File: src/core/ehb_pkg.sv
// Shared constants and types for the event history buffer and its reader
package ehb_pkg;
  // ****************************************************
  // Sizes
  // ****************************************************
  localparam int          DEPTH      = 10;
  localparam int          REC_WORDS  = 5;
  localparam int          AW         = 16;
  localparam int          DW         = 16;
  localparam int          IDXW       = 4;
  localparam int          WSELW      = 3;
  localparam int          CNTW       = 8;
  localparam logic [7:0]  FC_READ_IN = 8'h04;
  localparam logic [15:0] UNUSED_VAL = 16'h8000;
  localparam logic [15:0] BASE_ADDR  = 16'h0000;
  // ****************************************************
  // Millisecond complement word layout
  // ****************************************************
  localparam int          MS_LSB     = 0;
  localparam int          MS_W       = 10;
  localparam int          EXT_SYNC_B = 12;
  localparam int          INT_SYNC_B = 13;
  localparam int          DATE_SET_B = 14;
  // ****************************************************
  // Access classes
  // ****************************************************
  typedef enum logic [2:0] {
    EHB_ACC_READ, EHB_ACC_WRITE, EHB_ACC_RW, EHB_ACC_COMMAND_READABLE, EHB_ACC_COMMAND_WRITABLE
  } ehb_access_t;
  typedef struct packed {
    logic [31:0] seconds;
    logic [15:0] ms_word;
    logic [15:0] code;
  } ehb_rec_t;
  // Register number seen by the client for a frame address
  function automatic logic [16:0] ehb_reg_number(input logic [AW-1:0] addr);
    ehb_reg_number = {1'b0, addr} + 17'h00001;
  endfunction
  // Word k of a record, most significant word of the 32-bit count first
  function automatic logic [DW-1:0] ehb_word(input ehb_rec_t rec, input logic [WSELW-1:0] k);
    case (k)
      3'h0:    ehb_word = rec.seconds[31:16];
      3'h1:    ehb_word = rec.seconds[15:0];
      3'h2:    ehb_word = rec.ms_word;
      3'h3:    ehb_word = rec.code;
      default: ehb_word = 16'h0000;
    endcase
  endfunction
endpackage

File: src/core/ehb_if.sv
// Link between the history buffer and its reading client
`timescale 1ns/1ps
`default_nettype none
interface ehb_if;
  logic        req_valid;
  logic [7:0]  req_func;
  logic [15:0] req_addr;
  logic [7:0]  req_count;
  logic        req_ready;
  logic        rsp_valid;
  logic [15:0] rsp_data;
  logic        rsp_last;
  logic        rsp_error;
  modport device (input req_valid, req_func, req_addr, req_count,
                  output req_ready, rsp_valid, rsp_data, rsp_last, rsp_error);
  modport client (output req_valid, req_func, req_addr, req_count,
                  input req_ready, rsp_valid, rsp_data, rsp_last, rsp_error);
endinterface
`default_nettype wire

File: src/core/ehb_device.sv
// Event history store answering read-input-register requests
// What this block does
// Stamp each record with seconds and millisecond word
// Full history drops oldest, new record on top
// Records ordered newest first
// Each event shifts all records down one
// Function code 4 reads history records
// m times n words, newest record first
// Unused history words read as 0x8000
// Register number is address plus one
// Five access classes: read, write, both, command
// Scaled values stored multiplied by factor
// Multiword values sent most significant word first
// Multiword integers built from unsigned 16-bit words
// Floats use IEEE single precision
// Text strings use one byte per character
// Ten records of five words each
// Millisecond word holds ms and sync flags
// Reset marks every slot unused
`timescale 1ns/1ps
`default_nettype none
module ehb_device (
  // Clock and reset
  input  wire logic        i_mclk,
  input  wire logic        i_rst,
  // Event capture
  input  wire logic        i_evt_valid,
  input  wire logic [15:0] i_evt_code,
  input  wire logic [31:0] i_seconds_epoch_timestamp,
  input  wire logic [9:0]  i_evt_ms,
  input  wire logic        i_ext_sync,
  input  wire logic        i_int_sync,
  input  wire logic        i_date_set,
  // Status
  output logic [3:0]       o_rec_count,
  output ehb_pkg::ehb_access_t o_access,
  // Client link
  ehb_if.device            link
);
  // ****************************************************
  // Store
  // ****************************************************
  typedef enum {EHB_IDLE, EHB_SEND} ehb_state_t;
  ehb_pkg::ehb_rec_t             hist [ehb_pkg::DEPTH];
  ehb_pkg::ehb_rec_t             next_hist [ehb_pkg::DEPTH];
  logic [ehb_pkg::DEPTH-1:0]     used;
  logic [ehb_pkg::DEPTH-1:0]     next_used;
  logic [3:0]                    next_rec_count;
  ehb_pkg::ehb_rec_t             new_rec;
  ehb_state_t                    state, next_state;
  logic [ehb_pkg::IDXW-1:0]      rec_idx;
  logic [ehb_pkg::IDXW-1:0]      next_rec_idx;
  logic [ehb_pkg::WSELW-1:0]     wsel;
  logic [ehb_pkg::WSELW-1:0]     next_wsel;
  logic [ehb_pkg::CNTW-1:0]      left;
  logic [ehb_pkg::CNTW-1:0]      next_left;
  logic                          rdy, next_rdy;
  logic                          vld, next_vld;
  logic                          lst, next_lst;
  logic                          err, next_err;
  logic [15:0]                   dat;
  logic [15:0]                   next_dat;
  logic [16:0]                   regnum;
  logic [15:0]                   start_rec;
  always_comb begin
    new_rec         = '0;
    new_rec.seconds = i_seconds_epoch_timestamp;
    new_rec.ms_word[ehb_pkg::MS_LSB +: ehb_pkg::MS_W] = i_evt_ms;
    new_rec.ms_word[ehb_pkg::EXT_SYNC_B] = i_ext_sync;
    new_rec.ms_word[ehb_pkg::INT_SYNC_B] = i_int_sync;
    new_rec.ms_word[ehb_pkg::DATE_SET_B] = i_date_set;
    new_rec.code    = i_evt_code;
  end
  always_comb begin
    for (int k = 0; k < ehb_pkg::DEPTH; k++) begin
      next_hist[k] = hist[k];
    end
    next_used      = used;
    next_rec_count = o_rec_count;
    if (i_evt_valid) begin
      for (int k = ehb_pkg::DEPTH-1; k > 0; k--) begin
        next_hist[k] = hist[k-1];
      end
      next_hist[0] = new_rec;
      next_used    = {used[ehb_pkg::DEPTH-2:0], 1'b1};
      if (o_rec_count != 4'(ehb_pkg::DEPTH)) begin
        next_rec_count = o_rec_count + 4'h1;
      end
    end
  end
  always_ff @(posedge i_mclk) begin
    if (i_rst) begin
      used        <= '0;
      o_rec_count <= 4'h0;
      for (int k = 0; k < ehb_pkg::DEPTH; k++) begin
        hist[k] <= '0;
      end
    end else begin
      used        <= next_used;
      o_rec_count <= next_rec_count;
      for (int k = 0; k < ehb_pkg::DEPTH; k++) begin
        hist[k] <= next_hist[k];
      end
    end
  end
  // ****************************************************
  // Helpers
  // ****************************************************
  function automatic logic [ehb_pkg::IDXW-1:0] clamp_rec(input logic [15:0] r);
    if (r >= 16'(ehb_pkg::DEPTH)) begin
      clamp_rec = 4'(ehb_pkg::DEPTH);
    end else begin
      clamp_rec = 4'(r);
    end
  endfunction
  // ****************************************************
  // Read engine
  // ****************************************************
  assign regnum = ehb_pkg::ehb_reg_number(link.req_addr);
  assign start_rec = 16'((link.req_addr - ehb_pkg::BASE_ADDR) / ehb_pkg::REC_WORDS);
  always_comb begin
    next_state   = state;
    next_rec_idx = rec_idx;
    next_wsel    = wsel;
    next_left    = left;
    next_rdy     = rdy;
    next_vld     = 1'b0;
    next_lst     = 1'b0;
    next_err     = 1'b0;
    next_dat     = dat;
    case (state)
      EHB_IDLE: begin
        next_rdy = 1'b1;
        if (link.req_valid && rdy) begin
          next_rdy = 1'b0;
          if (link.req_func != ehb_pkg::FC_READ_IN || link.req_count == 8'h00 ||
              regnum[15:0] <= ehb_pkg::BASE_ADDR) begin
            next_vld = 1'b1;
            next_lst = 1'b1;
            next_err = 1'b1;
            next_dat = 16'h0000;
            next_state = EHB_IDLE;
          end else begin
            next_rec_idx = clamp_rec(start_rec);
            next_wsel    = 3'((link.req_addr - ehb_pkg::BASE_ADDR) % ehb_pkg::REC_WORDS);
            next_left    = link.req_count;
            next_state   = EHB_SEND;
          end
        end
      end
      EHB_SEND: begin
        next_vld = 1'b1;
        if (rec_idx < 4'(ehb_pkg::DEPTH) && used[rec_idx]) begin
          next_dat = ehb_pkg::ehb_word(hist[rec_idx], wsel);
        end else begin
          next_dat = ehb_pkg::UNUSED_VAL;
        end
        next_left = left - 8'h01;
        if (wsel == 3'(ehb_pkg::REC_WORDS-1)) begin
          next_wsel    = 3'h0;
          next_rec_idx = clamp_rec(16'(rec_idx) + 16'h0001);
        end else begin
          next_wsel = wsel + 3'h1;
        end
        if (left == 8'h01) begin
          next_lst   = 1'b1;
          next_state = EHB_IDLE;
        end
      end
      default: next_state = EHB_IDLE;
    endcase
  end
  always_ff @(posedge i_mclk) begin
    if (i_rst) begin
      state   <= EHB_IDLE;
      rec_idx <= '0;
      wsel    <= '0;
      left    <= '0;
      rdy     <= 1'b0;
      vld     <= 1'b0;
      lst     <= 1'b0;
      err     <= 1'b0;
      dat     <= 16'h0000;
      o_access <= ehb_pkg::EHB_ACC_READ;
    end else begin
      state   <= next_state;
      rec_idx <= next_rec_idx;
      wsel    <= next_wsel;
      left    <= next_left;
      rdy     <= next_rdy;
      vld     <= next_vld;
      lst     <= next_lst;
      err     <= next_err;
      dat     <= next_dat;
      o_access <= ehb_pkg::EHB_ACC_READ;
    end
  end
  // ****************************************************
  // Response outputs
  // ****************************************************
  assign link.req_ready = rdy;
  assign link.rsp_valid = vld;
  assign link.rsp_last  = lst;
  assign link.rsp_error = err;
  assign link.rsp_data  = dat;
endmodule
`default_nettype wire

File: src/flat_wrapper.sv
// flat-port wrapper written by rule: the top's interface ports become plain ports
module ehb_device_flat 
  (i_mclk, i_rst, i_evt_valid, i_evt_code, i_seconds_epoch_timestamp, i_evt_ms, i_ext_sync, i_int_sync, i_date_set, o_rec_count, o_access, link_req_valid, link_req_func, link_req_addr, link_req_count, link_req_ready, link_rsp_valid, link_rsp_data, link_rsp_last, link_rsp_error);
  ehb_if link_i ();
  input  wire logic i_mclk;
  input  wire logic i_rst;
  input  wire logic i_evt_valid;
  input  wire logic [15:0] i_evt_code;
  input  wire logic [31:0] i_seconds_epoch_timestamp;
  input  wire logic [9:0] i_evt_ms;
  input  wire logic i_ext_sync;
  input  wire logic i_int_sync;
  input  wire logic i_date_set;
  output logic [3:0] o_rec_count;
  output ehb_pkg::ehb_access_t o_access;
  input wire logic [$bits(link_i.req_valid)-1:0] link_req_valid;
  input wire logic [$bits(link_i.req_func)-1:0] link_req_func;
  input wire logic [$bits(link_i.req_addr)-1:0] link_req_addr;
  input wire logic [$bits(link_i.req_count)-1:0] link_req_count;
  output wire logic [$bits(link_i.req_ready)-1:0] link_req_ready;
  output wire logic [$bits(link_i.rsp_valid)-1:0] link_rsp_valid;
  output wire logic [$bits(link_i.rsp_data)-1:0] link_rsp_data;
  output wire logic [$bits(link_i.rsp_last)-1:0] link_rsp_last;
  output wire logic [$bits(link_i.rsp_error)-1:0] link_rsp_error;
  assign link_i.req_valid = link_req_valid;
  assign link_i.req_func = link_req_func;
  assign link_i.req_addr = link_req_addr;
  assign link_i.req_count = link_req_count;
  assign link_req_ready = link_i.req_ready;
  assign link_rsp_valid = link_i.rsp_valid;
  assign link_rsp_data = link_i.rsp_data;
  assign link_rsp_last = link_i.rsp_last;
  assign link_rsp_error = link_i.rsp_error;
  ehb_device u_core (.i_mclk(i_mclk), .i_rst(i_rst), .i_evt_valid(i_evt_valid), .i_evt_code(i_evt_code), .i_seconds_epoch_timestamp(i_seconds_epoch_timestamp), .i_evt_ms(i_evt_ms), .i_ext_sync(i_ext_sync), .i_int_sync(i_int_sync), .i_date_set(i_date_set), .o_rec_count(o_rec_count), .o_access(o_access), .link(link_i));
endmodule
File: config.mk
export PLATFORM = sky130hd
export DESIGN_NAME = ehb_device_flat
export DESIGN_NICKNAME = d
export VERILOG_FILES = /design/src/core/ehb_pkg.sv /design/src/core/ehb_if.sv /design/src/core/ehb_device.sv /design/src/flat_wrapper.sv
export SDC_FILE = /design/constraint.sdc
export NUM_CORES = 1
export LEC_CHECK = 0
export ABC_AREA = 1
export BUFFER_PORTS_ARGS = -buffer_cell sky130_fd_sc_hd__buf_2
export CAP_MARGIN = 20
export CORE_ASPECT_RATIO = 0.75
export CORE_UTILIZATION = 26
export DETAILED_ROUTE_END_ITERATION = 6
export HOLD_SLACK_MARGIN = 0.05
export PLACE_DENSITY = 0.45
export SYNTH_ARGS = -nofsm -noshare
export SYNTH_HDL_FRONTEND = slang
export SYNTH_SLANG_ARGS = --single-unit
File: constraint.sdc
create_clock -name i_mclk -period 14.09 [get_ports i_mclk]
set_clock_uncertainty 0.05 [all_clocks]
set_input_delay 0.7045 -clock i_mclk [delete_from_list [all_inputs] [get_ports i_mclk]]
set_output_delay 0.7045 -clock i_mclk [all_outputs]
set_load 0.02 [all_outputs]
==> results.tsv <==
stage	metric	value	unit
synthesis	ys_warn_count	0	
hold_path	hold_class	in2reg	
clocking	cts_made_buffers	67	
clocking	clock_sinks	664	
die	die-area	0.122	sq mm
route	wl_per_cell	17.7	um
route	vias_per_cell	4.85	
synthesis	avgSynthCellArea	7.59	sq um
layout	nets	4194	
synthesis	yosysSeqAreaShare	0.443	
die	io_pins	124	
timing	finalHoldViolCount	0	
global_route	grt_max_degree	235	
timing	max_freq	86.1	MHz
global_route	grt_usage	0.162	
flow_run	drv_cap	0	
clocking	clk_pin_slew	0.06	ns
setup_path	critical_path_class	in2reg	
synthesis	synth_edf_count	61	
clocking	clock_tree.buffer_depth	3	
route	ant_nets	0	
layout	area_growth	12.6	%
global_route	antenna_found_initial	4	
timing	slew_headroom	0.204	
setup_path	required	14.60	ns
placed_design	hpwl	66.8	mm
synthesis	synth_top_area_cell	dfxtp_1	
power_and_ir_drop	p_leak	12.7	nW
power_and_ir_drop	vdd_drop_max	0.0000826	V
timing	finalCritPeriodShare	0.825	
placed_design	port_buffers	120	
clocking	cts_resized	0	
timing	fin_tns_setup	0	ns
placed_design	postPlaceCellArea	0.0332	sq mm
placed_design	place_congestion	0.844	
global_route	grt_pass1_vias	26000	
route	drt_first_pass_iters	6	
synthesis	synthTopCellsByCount	701 x inv_1, 603 x dfxtp_1, 497 x o22ai_1, 466 x nand2_1, 296 x o21ai_0	
synthesis	ys_ff_latch	664	
setup_path	worstSetupStartpointType	primary input	
clocking	h-tree-depth	3	
synthesis	yosysMostFrequentCell	inv_1	
timing	finalMaxSlewViolations	0	
global_route	grt_pass1_wl	155	mm
route	totalWireLength	101	mm
synthesis	synth_area	0.0314	sq mm
route	num_vias	27600	
synthesis	synthTopCellsByArea	dfxtp_1 38%, o22ai_1 9.9%, inv_1 8.4%, edfxtp_1 5.8%, nand2_1 5.6%	
die	die_x	403	um
clocking	post-cts-setup-buffers	0	
setup_path	crit_top_cell	nand2_1	
timing	finalSetupViolations	0	
setup_path	cp.arrival	12.12	ns
clocking	cts_root_buf	clkbuf_16	
synthesis	synthCells	4130	
die	core_area	0.119	sq mm
synthesis	ys_async_sr_fraction	0	
setup_path	worst_setup_path_end_kind	register	
power_and_ir_drop	power_density	145	mW/mm^2
setup_path	critPathMaxStageDelay	0.59	ns
die	rows	109	
synthesis	ys_types	55	
setup_path	crit_fanout	49	
setup_path	slowest_stage	buf_4	
synthesis	synth_top_area_share	0.385	
timing	fin_crit	11.62	ns
timing	rsz0062_at_grt	false	
clocking	cts_tree	yes	
route	first_iter_violations	1968	
die	die_h	303	um
clocking	ctsHoldBuffers	0	
global_route	grt_overflow	0	
route	route.detailed.drc	0	
layout	layout-drive-gt1-share	0.103	
layout	fin_area	0.0353	sq mm
synthesis	ys.flop_type	dfxtp_1	
timing	worst_slew_pin_slew	1.18	ns
clocking	clk_latency	0.64	ns
die	start_util	0.264	
outcome	outcome	finished, final reports clean	
==> sequential cells by signal, indices dropped and copies added (netlist names), 3 cells and up, named ones only <==
signal and cells:
u_core.rec_idx 4, u_core.left 8, u_core.link.rsp_data 16, u_core.wsel 3, u_core.o_rec_count 4, u_core.used 10
u_core.hist 610
==> kinds of logic after synthesis <==
logic type	Yosys count	share of synthesized area
AOI/OAI and AO/OA	1205	0.232
xor gates and xnor gates	41	0.0115
adders and majority gates	16	0.00638
buffers and inverters	1020	0.125
DFF	664	0.443
other	1	0.000120
and+or+nand+nor	1183	0.182
==> cells in the final DEF, fill, tap and decap left out, types with 50 or more instances in the layout <==
master,instances
clkbuf_16,67
edfxtp_1,61
o21ai_0,296
o22ai_1,497
nand2_2,50
inv_1,699
nor2_1,227
o211ai_1,105
buf_2,120
dfxtp_1,602
a21oi_1,185
nand3_1,286
nand2_1,465
==> metrics by stage <==
| stage | hold slack, ns | instances | power, mW | setup slack, ns | utilization |
|---|---|---|---|---|---|
| final | 0.242 | 5685 | 5.10 | 2.47 | 0.298 |
| after global routing | 0.246 | 5684 | 5.42 | 1.37 | 0.298 |
| after CTS | 0.188 | 5682 | 5.15 | 2.61 | 0.297 |
| after detailed placement | 0.405 | 5565 | 3.36 | 1.92 | 0.280 |
| after global placement | 0.404 | 5565 | 3.37 | 2.04 | 0.280 |
| after floorplan | 0.390 | 4132 | 3.05 | 4.98 | - |
==> per-layer routing <==
metal,routed length (um),track usage,up-vias
li1,-,-,14000
met1,52000,0.237,13100
met2,42900,0.248,448
met3,3740,0.0220,108
met4,2130,0.0453,0
met5,0,0,-
==> worst paths after layout <==
path                            startpoint                       end  slack (ns)  cells past startpoint
hold reg to reg   u_core.link.rsp_data[10]  u_core.link.rsp_data[10]        0.41                      2
hold / removal                 i_evt_ms[9]        u_core.hist[0][25]        0.24                      3
setup / recovery         link_req_addr[13]            u_core.wsel[0]        2.47                     74
setup reg to reg                  register   u_core.link.rsp_data[2]        9.35                     11
==> power breakdown <==
group / switching [mW] / leakage [nW] / total [mW] / internal [mW]
registers: 0.00968 / 5.56 / 1.94 / 1.93
clock network: 0.788 / 1.04 / 1.78 / 0.991
logic: 0.975 / 6.13 / 1.38 / 0.406
==> worst max-delay path, delay by kind of cell <==
kind / cells / cell delay (ns)
buffers and inverters: 12 / 1.82
and+or+nand+nor: 54 / 8.15
AOI/OAI and AO/OA: 4 / 0.60
xor gates and xnor gates: 1 / 0.31
adders and majority gates: 3 / 0.52
==> area by class of cell <==
cell class,count,area (sq um)
Timing Repair Buffer,161,978
Inverter,739,2790
Fill cell,12800,83300
Antenna cell,2,5.00
Sequential cell,664,13900
Tap cell,1554,1940
Multi-Input combinational cell,2448,13600
Clock inverter,17,185
Clock buffer,100,1930
Power figures use the tool's default switching activity.
